===== src/design/pcsic_pkg.sv =====
// Shared constants and types for the program-flow and interrupt control block.
package pcsic_pkg;
   // ==========================================================================
   // Register indices; the Wishbone byte address is four times the index.
   localparam logic [4:0] IDX_PCL = 5'h02;
   localparam logic [4:0] IDX_LATCH = 5'h03;
   localparam logic [4:0] IDX_CPU_STATUS_REG = 5'h06;
   localparam logic [4:0] IDX_CORE_IRQ_FLAGS_ENABLES = 5'h07;
   localparam logic [4:0] IDX_TPL = 5'h0D;
   localparam logic [4:0] IDX_TPH = 5'h0E;
   localparam logic [4:0] IDX_PIR = 5'h16;
   localparam logic [4:0] IDX_PIE = 5'h17;
   localparam int ADR_W = 7;
   localparam int IDX_LSB = 2;

   // ==========================================================================
   // Field positions.
   localparam int ST_AVL_BIT = 5;
   localparam int ST_GID_BIT = 4;
   localparam int IS_MERGED_PERIPHERAL_REQUEST_BIT = 7;
   localparam int IS_PIN2_IR_BIT = 6;
   localparam int IS_OVF_IR_BIT = 5;
   localparam int IS_EDGE_IR_BIT = 4;
   localparam int IS_PERIPHERAL_GROUP_ENABLE_BIT = 3;
   localparam int IS_PIN2_IE_BIT = 2;
   localparam int IS_OVF_IE_BIT = 1;
   localparam int IS_EDGE_IE_BIT = 0;
   localparam int PIR_LIVE_W = 2;
   localparam int LONG_W = 8;
   localparam int JUMP_W = 13;

   // ==========================================================================
   // Vectors and reset values.
   localparam logic [15:0] VEC_EDGE = 16'h0008;
   localparam logic [15:0] VEC_OVF = 16'h0010;
   localparam logic [15:0] VEC_PIN2 = 16'h0018;
   localparam logic [15:0] VEC_PERIPH = 16'h0020;
   localparam logic [15:0] PC_RST = 16'h0000;
   localparam logic [15:0] PC_ONE = 16'h0001;
   localparam logic [15:0] PC_TWO = 16'h0002;
   localparam logic [7:0] BYTE_RST = 8'h00;
   localparam logic GID_RST = 1'b1;

   // ==========================================================================
   // Commands from the execute stage, one per instruction cycle.
   typedef enum logic [2:0] {
      OP_NONE,
      OP_SKIP,
      OP_GOTO,
      OP_CALL,
      OP_LONG_CALL_OP,
      OP_RETURN,
      OP_RETURN_WITH_LITERAL_OP,
      OP_RETURN_FROM_IRQ_OP
   } pcsic_op_e;
endpackage


===== src/design/pcsic_stack.sv =====
// Sixteen-deep circular return stack with availability tracking.
`timescale 1ns/1ps
`default_nettype none
module pcsic_stack #(
   parameter int DEPTH = 16,
   parameter int WIDTH = 16
) (
   input wire logic clk_i,
   input wire logic rst_i,
   input wire logic push_i,
   input wire logic pop_i,
   input wire logic [WIDTH-1:0] push_dat_i,
   output logic [WIDTH-1:0] top_o,
   output logic avail_o
);
   localparam int PW = $clog2(DEPTH);
   localparam int CW = $clog2(DEPTH + 1);
   localparam logic [CW-1:0] FULL = CW'(DEPTH);
   localparam logic [CW-1:0] CNT_ONE = CW'(1);
   localparam logic [PW-1:0] PTR_ONE = PW'(1);

   logic [WIDTH-1:0] mem_q [DEPTH];
   logic [PW-1:0] wp_q;
   logic [CW-1:0] cnt_q;
   logic lost_q;
   logic under_q;
   logic full;
   logic empty;

   assign full = (cnt_q == FULL);
   assign empty = (cnt_q == '0);
   // The pointer wraps, so a push onto a full stack overwrites the oldest word.
   assign top_o = mem_q[wp_q - PTR_ONE];
   assign avail_o = !lost_q && !full; // RQ10

   // ==========================================================================
   // Storage and pointer; DEPTH must be a power of two for the wrap to work.
   always_ff @(posedge clk_i)
   begin
      if (push_i)
      begin
         mem_q[wp_q] <= push_dat_i; // RQ9
      end
   end

   always_ff @(posedge clk_i)
   begin
      if (rst_i)
         wp_q <= '0;
      else if (push_i)
         wp_q <= wp_q + PTR_ONE;
      else if (pop_i)
         wp_q <= wp_q - PTR_ONE;
   end

   // Fill level saturates at both ends.
   always_ff @(posedge clk_i)
   begin
      if (rst_i)
         cnt_q <= '0;
      else if (push_i && !full)
         cnt_q <= cnt_q + CNT_ONE;
      else if (pop_i && !push_i && !empty)
         cnt_q <= cnt_q - CNT_ONE; // RQ11
   end

   // Overflow and the pop-then-push hazard are only forgotten at reset.
   always_ff @(posedge clk_i)
   begin
      if (rst_i)
         lost_q <= 1'b0;
      else if (push_i && (full || under_q))
         lost_q <= 1'b1; // RQ12 RQ13
   end

   always_ff @(posedge clk_i)
   begin
      if (rst_i)
         under_q <= 1'b0;
      else if (push_i)
         under_q <= 1'b0;
      else if (pop_i && empty)
         under_q <= 1'b1; // RQ13
   end

   // ==========================================================================
   // Checks.
   property p_full_clears;
      @(posedge clk_i) disable iff (rst_i) full |-> !avail_o;
   endproperty
   a_full_clears: assert property (p_full_clears) else $error("full stack shows available"); // RQ10

   property p_pop_restores;
      @(posedge clk_i) disable iff (rst_i) (full && !lost_q && pop_i && !push_i) |=> avail_o;
   endproperty
   a_pop_restores: assert property (p_pop_restores) else $error("pop from full did not restore"); // RQ11

   property p_overflow_sticks;
      @(posedge clk_i) disable iff (rst_i) (push_i && full) |=> !avail_o [*8];
   endproperty
   a_overflow_sticks: assert property (p_overflow_sticks) else $error("overflow not sticky"); // RQ12

   property p_underflow_push;
      @(posedge clk_i) disable iff (rst_i) (pop_i && empty && !push_i) ##[1:5] push_i |=> !avail_o;
   endproperty
   a_underflow_push: assert property (p_underflow_push) else $error("pop-empty then push kept flag"); // RQ13
endmodule // pcsic_stack
`default_nettype wire


===== src/design/pcsic_core.sv =====
// Program counter, holding latch, table latch and interrupt vectoring unit.
`timescale 1ns/1ps
`default_nettype none
// Function
// RQ1: Counter increments per fetch step; branches, writes, interrupts override; skip adds two.
// RQ2: Low byte lives at index 02h; high byte only via latch at 03h.
// RQ3: Long call loads high byte from latch, low byte from instruction.
// RQ4: Call and goto load bits 12..0, copy bits 15..13 to latch 7..5.
// RQ5: Reading the low byte copies the high byte into the latch.
// RQ6: Writing the low byte loads high byte from the latch: a jump.
// RQ7: Read-modify-write on low byte jumps without refreshing the latch.
// RQ8: Latch untouched by long call, returns, vectoring, read-modify-write.
// RQ9: Sixteen-word return stack; push on calls and interrupts, pop on returns.
// RQ10: Stack-available flag is set by reset, clear at sixteen entries.
// RQ11: Popping a full stack sets the flag again.
// RQ12: Pushing a full stack loses oldest entry, flag cleared until reset.
// RQ13: Pop on empty then push also clears the flag until reset.
// RQ14: Eleven request sources map onto four vectors.
// RQ15: Priority: edge pin 0008h, overflow 0010h, second pin 0018h, peripherals.
// RQ16: Response pushes the counter and loads the source's vector.
// RQ17: A lone request reaches its vector within three instruction cycles.
// RQ18: Hardware clears pin and overflow flags; software clears peripheral flags.
// RQ19: Response sets global disable; software clears flag then disable to nest.
// RQ20: Interrupt ending a long table write clears its flag as usual.
// RQ21: Peripherals share 0020h, own enables, group enable, summary bit 7.
// RQ22: Peripheral bit map: port B, timers 3..1, captures, serial tx, rx.
// RQ23: Unmapped sixteen-bit table latch holds words between memories.
// RQ24: Two pointer registers give the program address for table transfers.
// RQ25: A source is taken only with flag, enable and global enable.
module pcsic_core #(
   parameter int STACK_DEPTH = 16
) (
   input wire logic clk_i,
   input wire logic rst_i,
   input wire logic wb_cyc_i,
   input wire logic wb_stb_i,
   input wire logic wb_we_i,
   input wire logic [pcsic_pkg::ADR_W-1:0] wb_adr_i,
   input wire logic [3:0] wb_sel_i,
   input wire logic [31:0] wb_dat_i,
   output logic [31:0] wb_dat_o,
   output logic wb_ack_o,
   input wire logic step_i,
   input wire pcsic_pkg::pcsic_op_e op_i,
   input wire logic [15:0] ir_i,
   input wire logic pcl_rmw_i,
   input wire logic edge_pin_i,
   input wire logic second_edge_pin_i,
   input wire logic counter_overflow_i,
   input wire logic [5:0] periph_set_i,
   input wire logic serial_tx_empty_flag_i,
   input wire logic serial_rx_full_flag_i,
   input wire logic long_write_i,
   input wire logic tbl_wr_i,
   input wire logic tbl_hi_i,
   input wire logic [7:0] tbl_dat_i,
   input wire logic tbl_load_i,
   input wire logic [15:0] prog_dat_i,
   output logic [15:0] pc_o,
   output logic irq_taken_o,
   output logic long_write_done_o,
   output logic [15:0] table_transfer_latch_o,
   output logic [15:0] table_addr_o,
   output logic stack_available_flag_o
);
   import pcsic_pkg::*;

   logic [15:0] pc_q;
   logic [7:0] latch_q;
   logic [15:0] tlat_q;
   logic [15:0] tptr_q;
   logic [7:0] pie_q;
   logic [5:0] pir_q;
   logic [3:0] ie_q;
   logic edge_ir_q;
   logic ovf_ir_q;
   logic pin2_ir_q;
   logic gid_q;
   logic ack_q;
   logic [7:0] rdat_q;
   logic irq_q;
   logic lwd_q;
   logic [7:0] rdat_d;
   logic [7:0] pir_full;
   logic [15:0] vec_d;
   logic [15:0] stk_top;
   logic stk_avail;
   logic req;
   logic wr_go;
   logic rd_go;
   logic [4:0] idx;
   logic take_edge;
   logic take_ovf;
   logic take_pin2;
   logic take_per;
   logic pend;
   logic irq_go;
   logic sel_edge;
   logic sel_ovf;
   logic sel_pin2;
   logic op_go;
   logic push;
   logic pop;
   logic [1:0] pin_raw;
   logic [1:0] s1_q;
   logic [1:0] s2_q;
   logic [1:0] s3_q;
   logic [1:0] filt_q;
   logic [1:0] edge_ev;

   // True when a bus write hits the given register index.
   function automatic logic wr_hit(input logic [4:0] i);
      return wr_go && (idx == i);
   endfunction

   // ==========================================================================
   // Wishbone slave: ack one cycle after the strobe, side effects at the ack edge.
   assign req = wb_cyc_i && wb_stb_i;
   assign idx = wb_adr_i[ADR_W-1:IDX_LSB];
   assign wr_go = req && wb_we_i && ack_q && wb_sel_i[0];
   assign rd_go = req && !wb_we_i && ack_q;
   assign wb_ack_o = ack_q;
   assign wb_dat_o = {24'h000000, rdat_q};

   // Ack drops the cycle after it was given, so back-to-back cycles see a gap.
   always_ff @(posedge clk_i)
   begin
      if (rst_i)
         ack_q <= 1'b0;
      else
         ack_q <= req && !ack_q;
   end

   // Read data is captured in the first cycle and held for the ack cycle.
   always_comb
   begin
      rdat_d = BYTE_RST;
      case (idx)
         IDX_PCL: rdat_d = pc_q[7:0]; // RQ2
         IDX_LATCH: rdat_d = latch_q;
         IDX_CPU_STATUS_REG:
         begin
            rdat_d[ST_AVL_BIT] = stk_avail;
            rdat_d[ST_GID_BIT] = gid_q;
         end
         IDX_CORE_IRQ_FLAGS_ENABLES: rdat_d = {|pir_full, pin2_ir_q, ovf_ir_q, edge_ir_q, ie_q}; // RQ21
         IDX_TPL: rdat_d = tptr_q[7:0];
         IDX_TPH: rdat_d = tptr_q[15:8];
         IDX_PIR: rdat_d = pir_full;
         IDX_PIE: rdat_d = pie_q;
         default: rdat_d = BYTE_RST;
      endcase
   end

   always_ff @(posedge clk_i)
   begin
      if (rst_i)
         rdat_q <= BYTE_RST;
      else if (req && !ack_q && !wb_we_i)
         rdat_q <= rdat_d;
   end

   // ==========================================================================
   // Pin synchronisers; a level counts once the second and third stages agree.
   assign pin_raw = {second_edge_pin_i, edge_pin_i};

   generate
      for (genvar g = 0; g < 2; g++)
      begin : g_sync
         always_ff @(posedge clk_i)
         begin
            if (rst_i)
            begin
               s1_q[g] <= 1'b0;
               s2_q[g] <= 1'b0;
               s3_q[g] <= 1'b0;
               filt_q[g] <= 1'b0;
            end
            else
            begin
               s1_q[g] <= pin_raw[g];
               s2_q[g] <= s1_q[g];
               s3_q[g] <= s2_q[g];
               if (s2_q[g] == s3_q[g])
                  filt_q[g] <= s3_q[g];
            end
         end
         // Both rising and falling edges raise a request.
         assign edge_ev[g] = (s2_q[g] == s3_q[g]) && (s3_q[g] != filt_q[g]);
      end
   endgenerate

   // ==========================================================================
   // Source selection and priority among the four vectors.
   assign pir_full = {pir_q, serial_tx_empty_flag_i, serial_rx_full_flag_i}; // RQ22
   assign take_edge = edge_ir_q && ie_q[IS_EDGE_IE_BIT]; // RQ25
   assign take_ovf = ovf_ir_q && ie_q[IS_OVF_IE_BIT];
   assign take_pin2 = pin2_ir_q && ie_q[IS_PIN2_IE_BIT];
   assign take_per = (|(pir_full & pie_q)) && ie_q[IS_PERIPHERAL_GROUP_ENABLE_BIT]; // RQ21 RQ25
   assign pend = take_edge || take_ovf || take_pin2 || take_per; // RQ14
   // A pending request is taken at the next instruction step, so latency is one cycle.
   assign irq_go = step_i && pend && !gid_q; // RQ17 RQ25
   assign sel_edge = take_edge; // RQ15
   assign sel_ovf = !take_edge && take_ovf;
   assign sel_pin2 = !take_edge && !take_ovf && take_pin2;

   always_comb
   begin
      if (sel_edge)
         vec_d = VEC_EDGE; // RQ15
      else if (sel_ovf)
         vec_d = VEC_OVF;
      else if (sel_pin2)
         vec_d = VEC_PIN2;
      else
         vec_d = VEC_PERIPH; // RQ21
   end

   // An interrupt or a bus write to the low byte preempts the decoder's command.
   assign op_go = step_i && !irq_go && !wr_hit(IDX_PCL);
   assign push = irq_go || (op_go && (op_i == OP_CALL || op_i == OP_LONG_CALL_OP)); // RQ9 RQ16
   assign pop = op_go && (op_i == OP_RETURN || op_i == OP_RETURN_WITH_LITERAL_OP || op_i == OP_RETURN_FROM_IRQ_OP); // RQ9

   // ==========================================================================
   // Program counter.
   always_ff @(posedge clk_i)
   begin
      if (rst_i)
         pc_q <= PC_RST;
      else if (irq_go)
         pc_q <= vec_d; // RQ16
      else if (wr_hit(IDX_PCL))
         pc_q <= {latch_q, wb_dat_i[7:0]}; // RQ6 RQ7
      else if (op_go)
      begin
         case (op_i)
            OP_SKIP: pc_q <= pc_q + PC_TWO; // RQ1
            OP_GOTO, OP_CALL: pc_q <= {pc_q[15:JUMP_W], ir_i[JUMP_W-1:0]}; // RQ4
            OP_LONG_CALL_OP: pc_q <= {latch_q, ir_i[LONG_W-1:0]}; // RQ3
            OP_RETURN, OP_RETURN_WITH_LITERAL_OP, OP_RETURN_FROM_IRQ_OP: pc_q <= stk_top; // RQ9
            default: pc_q <= pc_q + PC_ONE; // RQ1
         endcase
      end
   end

   // Holding latch: only software writes, low-byte reads and call/goto touch it.
   always_ff @(posedge clk_i)
   begin
      if (rst_i)
         latch_q <= BYTE_RST;
      else if (wr_hit(IDX_LATCH))
         latch_q <= wb_dat_i[7:0];
      else if (rd_go && idx == IDX_PCL && !pcl_rmw_i)
         latch_q <= pc_q[15:8]; // RQ5 RQ7
      else if (op_go && (op_i == OP_GOTO || op_i == OP_CALL))
         latch_q[7:JUMP_W-8] <= pc_q[15:JUMP_W]; // RQ4 RQ8
   end

   // ==========================================================================
   // Core flags: hardware set wins over any clear in the same cycle.
   always_ff @(posedge clk_i)
   begin
      if (rst_i)
         edge_ir_q <= 1'b0;
      else if (edge_ev[0])
         edge_ir_q <= 1'b1;
      else if (irq_go && sel_edge)
         edge_ir_q <= 1'b0; // RQ18 RQ20
      else if (wr_hit(IDX_CORE_IRQ_FLAGS_ENABLES))
         edge_ir_q <= wb_dat_i[IS_EDGE_IR_BIT];
   end

   always_ff @(posedge clk_i)
   begin
      if (rst_i)
         ovf_ir_q <= 1'b0;
      else if (counter_overflow_i)
         ovf_ir_q <= 1'b1;
      else if (irq_go && sel_ovf)
         ovf_ir_q <= 1'b0; // RQ18 RQ20
      else if (wr_hit(IDX_CORE_IRQ_FLAGS_ENABLES))
         ovf_ir_q <= wb_dat_i[IS_OVF_IR_BIT];
   end

   always_ff @(posedge clk_i)
   begin
      if (rst_i)
         pin2_ir_q <= 1'b0;
      else if (edge_ev[1])
         pin2_ir_q <= 1'b1;
      else if (irq_go && sel_pin2)
         pin2_ir_q <= 1'b0; // RQ18 RQ20
      else if (wr_hit(IDX_CORE_IRQ_FLAGS_ENABLES))
         pin2_ir_q <= wb_dat_i[IS_PIN2_IR_BIT];
   end

   // Enables of the core sources and the peripheral group.
   always_ff @(posedge clk_i)
   begin
      if (rst_i)
         ie_q <= '0;
      else if (wr_hit(IDX_CORE_IRQ_FLAGS_ENABLES))
         ie_q <= wb_dat_i[IS_PERIPHERAL_GROUP_ENABLE_BIT:IS_EDGE_IE_BIT];
   end

   // Peripheral flags are never cleared by the response; software owns them.
   always_ff @(posedge clk_i)
   begin
      if (rst_i)
         pir_q <= '0;
      else if (wr_hit(IDX_PIR))
         pir_q <= periph_set_i | wb_dat_i[7:PIR_LIVE_W]; // RQ18
      else
         pir_q <= pir_q | periph_set_i; // RQ22
   end

   always_ff @(posedge clk_i)
   begin
      if (rst_i)
         pie_q <= BYTE_RST;
      else if (wr_hit(IDX_PIE))
         pie_q <= wb_dat_i[7:0];
   end

   // Global disable: set by every response, released by software or a return-from-interrupt.
   always_ff @(posedge clk_i)
   begin
      if (rst_i)
         gid_q <= GID_RST;
      else if (irq_go)
         gid_q <= 1'b1; // RQ19
      else if (wr_hit(IDX_CPU_STATUS_REG))
         gid_q <= wb_dat_i[ST_GID_BIT];
      else if (op_go && op_i == OP_RETURN_FROM_IRQ_OP)
         gid_q <= 1'b0;
   end

   // Response pulses to the decoder, which must discard the preempted instruction.
   always_ff @(posedge clk_i)
   begin
      if (rst_i)
      begin
         irq_q <= 1'b0;
         lwd_q <= 1'b0;
      end
      else
      begin
         irq_q <= irq_go;
         lwd_q <= irq_go && long_write_i; // RQ20
      end
   end

   // ==========================================================================
   // Table transfer latch and program-memory pointer.
   always_ff @(posedge clk_i)
   begin
      if (rst_i)
         tlat_q <= PC_RST;
      else if (tbl_load_i)
         tlat_q <= prog_dat_i; // RQ23
      else if (tbl_wr_i && tbl_hi_i)
         tlat_q[15:8] <= tbl_dat_i;
      else if (tbl_wr_i)
         tlat_q[7:0] <= tbl_dat_i; // RQ23
   end

   always_ff @(posedge clk_i)
   begin
      if (rst_i)
         tptr_q <= PC_RST;
      else if (wr_hit(IDX_TPL))
         tptr_q[7:0] <= wb_dat_i[7:0]; // RQ24
      else if (wr_hit(IDX_TPH))
         tptr_q[15:8] <= wb_dat_i[7:0]; // RQ24
   end

   pcsic_stack #(
      .DEPTH(STACK_DEPTH),
      .WIDTH(16)
   ) u_stack (
      .clk_i(clk_i),
      .rst_i(rst_i),
      .push_i(push),
      .pop_i(pop),
      .push_dat_i(pc_q),
      .top_o(stk_top),
      .avail_o(stk_avail)
   );

   assign pc_o = pc_q;
   assign irq_taken_o = irq_q;
   assign long_write_done_o = lwd_q;
   assign table_transfer_latch_o = tlat_q;
   assign table_addr_o = tptr_q;
   assign stack_available_flag_o = stk_avail;

   // ==========================================================================
   // Checks.
   property p_inc;
      @(posedge clk_i) disable iff (rst_i) (op_go && op_i == OP_NONE) |=> pc_q == $past(pc_q) + PC_ONE;
   endproperty
   a_inc: assert property (p_inc) else $error("counter did not increment"); // RQ1

   property p_long_call_op;
      @(posedge clk_i) disable iff (rst_i)
         (op_go && op_i == OP_LONG_CALL_OP && !wr_go && !rd_go) |=> (pc_q == {$past(latch_q), $past(ir_i[7:0])}) && $stable(latch_q);
   endproperty
   a_long_call_op: assert property (p_long_call_op) else $error("long call target wrong"); // RQ3

   property p_goto;
      @(posedge clk_i) disable iff (rst_i)
         (op_go && op_i == OP_GOTO && !wr_go && !rd_go) |=> latch_q[7:5] == $past(pc_q[15:13]);
   endproperty
   a_goto: assert property (p_goto) else $error("latch not updated by goto"); // RQ4

   property p_read_copy;
      @(posedge clk_i) disable iff (rst_i) (rd_go && idx == IDX_PCL && !pcl_rmw_i) |=> latch_q == $past(pc_q[15:8]);
   endproperty
   a_read_copy: assert property (p_read_copy) else $error("read did not copy high byte"); // RQ5

   property p_write_jump;
      @(posedge clk_i) disable iff (rst_i)
         (wr_hit(IDX_PCL) && !irq_go) |=> pc_q == {$past(latch_q), $past(wb_dat_i[7:0])};
   endproperty
   a_write_jump: assert property (p_write_jump) else $error("low byte write jump wrong"); // RQ6

   property p_rmw;
      @(posedge clk_i) disable iff (rst_i) (rd_go && idx == IDX_PCL && pcl_rmw_i) |=> $stable(latch_q);
   endproperty
   a_rmw: assert property (p_rmw) else $error("rmw read changed latch"); // RQ7

   property p_vector;
      @(posedge clk_i) disable iff (rst_i) (irq_go && sel_ovf) |=> (pc_q == VEC_OVF) && gid_q && irq_taken_o;
   endproperty
   a_vector: assert property (p_vector) else $error("overflow vector wrong"); // RQ15 RQ16 RQ19

   property p_latency;
      @(posedge clk_i) disable iff (rst_i) (pend && !gid_q && step_i) |=> irq_taken_o && (pc_q == $past(vec_d));
   endproperty
   a_latency: assert property (p_latency) else $error("interrupt not taken in time"); // RQ17

   property p_hw_clear;
      @(posedge clk_i) disable iff (rst_i) (irq_go && sel_edge && !edge_ev[0]) |=> !edge_ir_q;
   endproperty
   a_hw_clear: assert property (p_hw_clear) else $error("edge flag not cleared"); // RQ18
endmodule // pcsic_core
`default_nettype wire


===== config.mk =====
export PLATFORM = sky130hd
export DESIGN_NAME = pcsic_core
export DESIGN_NICKNAME = d
export VERILOG_FILES = /design/src/design/pcsic_pkg.sv /design/src/design/pcsic_stack.sv /design/src/design/pcsic_core.sv
export SDC_FILE = /design/constraint.sdc
export NUM_CORES = 1
export LEC_CHECK = 0
export BUFFER_PORTS_ARGS = -buffer_cell sky130_fd_sc_hd__buf_2
export CAP_MARGIN = 5
export CORE_UTILIZATION = 40
export CTS_CLUSTER_DIAMETER = 60
export DETAILED_ROUTE_END_ITERATION = 8
export PLACE_DENSITY = 0.65
export SYNTH_ARGS = -nofsm -noshare
export SYNTH_HDL_FRONTEND = slang
export SYNTH_SLANG_ARGS = --single-unit

===== constraint.sdc =====
create_clock -name clk_i -period 4.45 [get_ports clk_i]
set_input_delay 0 -clock clk_i [delete_from_list [all_inputs] [get_ports clk_i]]
set_output_delay 0 -clock clk_i [all_outputs]
set_load 0.05 [all_outputs]

==> impl_metrics.toml, run 1 <==
[routing]
routed_wl_um = 44400
dr.pass1.iters = 8
num_vias = 11700
drt_iter0_drc = 1291
drcViolationCount = 0
ant_nets = 0
post_drt_wl_per_cell_um = 21.6
avgViaCountPerCell = 5.69

[finish]
ff_latch_area_um2 = 9850
multi_input_area_um2 = 6050
drive_above_1_share_pct = 21.2
fin_nets = 1619
fillers = 3505
area_growth_pct = 20.6

[worst_hold_path]
hp-class = "in -> reg"

[yosys]
synth_edf_count = 256
async_reset_ff_share_pct = 0
ys_top_cells_by_area = "edfxtp_1 (47%), dfxtp_1 (13%), mux4_2 (9.1%)"
synthCells = 1281
synth_top_area_cell = "edfxtp_1"
ys_ff_latch = 364
ys.warnings.count = 0
netlist-cell-type-count = 73
ys_seq_area_share_pct = 60.4
synth_top_flop_cell = "edfxtp_1"
netlist.area_leader.share_pct = 47.1
synth_area_um2 = 16300
avgSynthCellArea_um2 = 12.7

[clock_network]
cts_resized = 0
path_clk_slew_ns = 0.06
cts_setup_buffers = 0
h-tree-depth = 2
clock_path_buffers = 3
clk_latency_ns = 0.56
cts_tree = "yes"
clockRootBuffer = "clkbuf_16"
numClockSinks = 364
postCtsHoldBufs = 81
cts_buffers = 40

[job]
cap_violations = 0

[global_route]
grt_pass1_wl_um = 67300
grt_antenna_before_repair = 1
grt_max_degree = 55
track_usage_pct = 21.3
grt_pass1_vias = 11000
overflow = 0

[timing]
grt_setup_unrepaired = "false"
min_period_over_period_pct = 74.7
max_freq_mhz = 301
slew_violations = 0
relSlewSlack_pct = 19.7
finalHoldViolations = 0
final.setup.tns_ns = 0
final.min_clock_period_ns = 3.32
setup_viol = 0
tightest_slew_ns = 1.20
clock_skew_ns = 0.0164

[die]
die_h_um = 204
initial_core_util_pct = 40.8
die_w_um = 204
core_area_um2 = 40000
placementRows = 73
io_pins = 192
die_area_um2 = 41600

[worst_setup_path]
worstSetupStartpointType = "flop"
cp_slowest_cell = "ha_2"
worstPathRequired_ns = 4.88
ff2ff_setup_slack_ns = 1.13
cp_max_fo = 31
cpMostUsedCell = "nand3_1"
cp.buffers_inverters = 3
worstSetupPathType = "reg -> reg"
worstPathArrival_ns = 3.76
end_kind = "flop"
max_stage_delay_ns = 0.66
cpLargestDelayFamily = "buffers and inverters"
path_cells = "inv_1 -> ha_2 -> buf_4 -> mux4_2 -> nand2_1 -> nand3_1 -> nand3_1 -> a31oi_1 -> dlygate4sd3_1"

[power_and_ir_drop]
irDropWorstVdd_mv = 0.322
power_uw = 8380
power_leakage_uw = 0.00684
power_density_nw_per_um2 = 426

[run_status]
status = "completed"

[place]
routabilityCongestion = 0.938
port-buffer-count = 135
hpwl_um = 28700
final cells by class:
class | count | area share (%)
antenna | 1 | 0.0127
clock buffer | 54 | 5.57
clock inverter | 19 | 1.05
inverter | 15 | 0.286
multi-input combinational | 829 | 30.8
sequential | 364 | 50.1
tap | 525 | 3.34
timing repair buffer | 250 | 8.86
stage by stage:
step,worst slack (ns),hold WS [ns],utilization [%],instances,cell area [um^2]
after floorplan,1.29,0.117,-,1304,16400
after global placement,1.24,0.199,43.9,1902,17500
after detailed placement,1.24,0.205,43.9,1902,17500
after CTS,1.08,0.00463,49.1,2056,19700
after global routing,0.881,0.0367,49.1,2056,19700
final,1.13,0.0334,49.1,2057,19700
path summary, 6_finish.rpt:
check,startpoint,endpoint,cells after the start
worst min-delay path,op_i[0],gid_q,4
worst max register to register,u_stack.wp_q[0],pc_o[7],9
worst max-delay path,u_stack.wp_q[0],pc_o[7],9
worst min register to register,s1_q[1],s2_q[1],1
state kept, by name (all words and copies together), names as in the netlist, 2 cells and up:
signal / cells
u_stack.mem_q: 256
pc_o: 16
table_addr_o: 16
table_transfer_latch_o: 16
latch_q: 8
pie_q: 8
rdat_q: 8
pir_q: 6
u_stack.cnt_q: 5
ie_q: 4
u_stack.wp_q: 4
filt_q: 2
s1_q: 2
s2_q: 2
s3_q: 2
cell usage in the layout, fill, tap and decap left out, types with 11 or more instances in the layout:
master / instances
nand2_1: 143
conb_1: 24
and3_1: 12
clkbuf_1: 11
nand2b_1: 13
dlygate4sd3_1: 81
buf_2: 135
xnor2_1: 16
mux2i_1: 49
clkbuf_16: 41
mux4_2: 66
a21oi_1: 84
nor3_1: 15
nor2b_1: 14
nand3_1: 61
inv_1: 13
dfxtp_1: 107
o21ai_0: 28
buf_4: 34
edfxtp_1: 256
a22oi_1: 26
nor2_1: 103
cell usage after synthesis, drive strengths merged, types with 6 or more instances:
master and n:
buf 51, a22oi 26, nand2 143, nor4 9, or3 9, a21oi 84, inv 14, mux2i 49
and2 7, nor2 103, mux4 66, a221oi 9, nand2b 13, xor2 10, o221ai 8, o21ai 29
edfxtp 256, a222oi 7, a211oi 9, nor3 24, a31o 6, a21o 6, a31oi 8, and3 12
xnor2 17, nand3 61, dfxtp 108, clkbuf 45, nand4 9, ha 10, nor2b 14
worst reg2reg max path, stage by stage (launching register included):
cell	delay (ns)
dfxtp_4	0.57
inv_1	0.17
ha_2	0.66
buf_4	0.49
mux4_2	0.38
nand2_1	0.08
nand3_1	0.07
nand3_1	0.13
a31oi_1	0.09
dlygate4sd3_1	0.57
power breakdown:
part | switching, uW | total, uW | internal [uW]
sequential | 123 | 3840 | 3720
clock | 1360 | 3280 | 1920
combinational | 777 | 1260 | 487
cells by family after synthesis:
| kind of cell | count (synthesis) | share of synthesized area, % |
|---|---|---|
| adders and majority gates | 11 | 0.890 |
| muxes | 119 | 12.4 |
| xor gates and xnor gates | 27 | 1.45 |
| and+or+nand+nor | 416 | 11.9 |
| AOI/OAI and AO/OA | 232 | 9.53 |
| other | 1 | 0.0230 |
| buffers and inverters | 111 | 3.41 |
| DFF | 364 | 60.4 |
per-layer routing:
| metal | share of wire (%) | GRT usage (%) |
|---|---|---|
| met5 | 0.023 | 0 |
| met1 | 43 | 29.6 |
| met3 | 8.1 | 3.22 |
| met4 | 2.5 | 6.95 |
| met2 | 46 | 34.2 |
No activity file was read; power rests on OpenSTA's default activity.
==> run 2, diff against run 1 <==
Clock period 4.45 ns to 3.4 ns, I/O delays scaled along.
==> run 2 against run 1 <==
  * Critical path depth unchanged
  * Cell area is 0.48% higher
  * Clock skew increased by 0.0047 ns
  * Sequential share of layout area shrank 0.24 points
  * Via count up 0.25%
  * Final cell count grew 0.39%
  * Wire length is 0.11% lower
  * Combinational power increased by 38%
  * Sequential power up 29%
  * First-iteration DRC count down 4.0%
==> impl_metrics.toml, run 2 (synthesized netlist as in run 1, its figures left out) <==
[place]
hpwl_um = 28900
routabilityCongestion = 0.945
port-buffer-count = 135
dp.cells = 1921
pre_cts_slack_ns = 0.531
postPlaceCellArea_um2 = 17700

[global_route]
grt_max_degree = 74
grt_pass1_wl_um = 67100
track_usage_pct = 21.3
overflow = 0
grt_pass1_vias = 11300
grt_antenna_before_repair = 0

[finish]
fillers = 3488
final_util_pct = 49.4
drive_above_1_share_pct = 22.4
layout.cells.non_filler = 2065
finalInstanceArea_um2 = 19800
regMostFlops = "u_stack.mem_q"
multi_input_area_um2 = 6030
antenna_cells = 0
area_growth_pct = 21.1
largest_reg_flops = 256
fin_nets = 1631
layout_commonest_cell = "edfxtp_1"
ff_latch_area_um2 = 9850
final_cell_mix = "edfxtp_1 (256), nand2_1 (143), buf_2 (135)"

[clock_network]
numClockSinks = 364
cts_buffers = 40
cts_resized = 0
cts_tree = "yes"
path_clk_slew_ns = 0.07
clockRootBuffer = "clkbuf_16"
clock_path_buffers = 3
h-tree-depth = 2
clk_latency_ns = 0.55

[worst_setup_path]
ff2ff_path_depth = 9
cpMostUsedCell = "nand3_1"
worstSetupStartpointType = "flop"
max_stage_delay_ns = 0.59
r2r-end = "pc_o[7]"
worstPathRequired_ns = 3.84
cp_max_fo = 51
worstSetupPathType = "reg -> reg"
cp_slowest_cell = "ha_2"
ff2ff_setup_slack_ns = 0.31
path_cells = "inv_1 -> ha_2 -> buf_12 -> mux4_2 -> nand2_1 -> nand3_1 -> nand3_1 -> a31oi_1 -> dlygate4sd3_1"
worstPathArrival_ns = 3.53
timing.rr.start = "u_stack.wp_q[1]"
end_kind = "flop"

[power_and_ir_drop]
power_density_nw_per_um2 = 561
irDropWorstVdd_mv = 0.302
power_leakage_uw = 0.00691

[die]
io_pins = 192
die_w_um = 204
die_area_um2 = 41600
placementRows = 73
die_h_um = 204
initial_core_util_pct = 40.8
core_area_um2 = 40000

[routing]
drt_iter0_drc = 1239
drcViolationCount = 0
post_drt_wl_per_cell_um = 21.5
num_vias = 11700
avgViaCountPerCell = 5.68
routed_wl_um = 44300
ant_nets = 0
dr.pass1.iters = 5

[timing]
min_period_over_period_pct = 91.0
clock_skew_ns = 0.0211
max_freq_mhz = 323
tightest_slew_ns = 1.17
final.min_clock_period_ns = 3.09
finalHoldViolations = 0
relSlewSlack_pct = 21.2
slew_violations = 0
setup_viol = 0
final.setup.tns_ns = 0
worst_slack_ns = 0.307
grt_setup_unrepaired = "false"

[job]
cap_violations = 0

[worst_hold_path]
min_path_cells = 4
hold_start = "op_i[0]"
hold_end = "pc_o[9]"
hp-class = "in -> reg"

[run_status]
status = "completed"
run 2: cell count changes in the layout (fill, tap and decap cells not counted), sizes merged:
cell,before,now
clkinvlp,1,2
inv,17,18
buf,169,188
clkinv,13,11
clkbuf,54,51
diode,1,0
dlygate4sd3,81,74
run 2: worst max-delay path: cells and delay by family (launching register included):
family	cells	cell delay (ns)
buffers and inverters	3	1.01
adders and majority gates	1	0.59
DFF	1	0.44
and+or+nand+nor	3	0.42
muxes	1	0.37
AOI/OAI and AO/OA	1	0.10
run 2: worst max path at each step:
| stage | startpoint | endpoint | slack [ns] | cells past startpoint |
|---|---|---|---|---|
| after global routing | u_stack.wp_q[1] | pc_o[7] | 0.18 | 9 |
| after detailed placement | gid_q | u_stack.mem_q[12][15] | 0.53 | 7 |
| after CTS | u_stack.wp_q[1] | pc_o[7] | 0.31 | 9 |
| after floorplan | u_stack.wp_q[0] | pc_o[2] | 0.24 | 12 |
| final | u_stack.wp_q[1] | pc_o[7] | 0.31 | 9 |
| after global placement | gid_q | u_stack.mem_q[12][10] | 0.60 | 7 |
run 2: timing repair:
| item | 4_1_cts | 5_1_grt |
|---|---|---|
| hold endpoints to repair | 77 | 0 |
| hold buffers | 74 | 0 |
| buffers inserted | 0 | 0 |
run 2: cell type report:
cell class / instances / area share (%)
sequential: 364 / 49.9
multi-input combinational: 829 / 30.5
timing repair buffer: 262 / 9.25
clock buffer: 51 / 5.64
tap: 525 / 3.33
clock inverter: 19 / 1.08
inverter: 15 / 0.285
run 2: metal layers:
metal  global-route usage, %  part of all wire, %  up-vias
li1                        -                    -     5309
met1                    29.1                   44     5805
met2                    35.0                   47      544
met3                    3.19                  7.2       81
met4                    6.44                  2.4        0
met5                       0                    0        -
run 2: through the flow:
| step | hold WS, ns | total power, uW |
|---|---|---|
| 2_1_floorplan | 0.117 | 6190 |
| 3_3_place_gp | 0.200 | 6690 |
| 3_5_place_dp | 0.209 | 6720 |
| 4_1_cts | 0.0104 | 11200 |
| 5_1_grt | 0.0442 | 11500 |
| 6_report | 0.0301 | 11100 |
run 2: power by group:
part	switching (uW)	internal [uW]	total [uW]
combinational	1090	652	1740
sequential	91.1	4870	4960
clock	1790	2580	4370
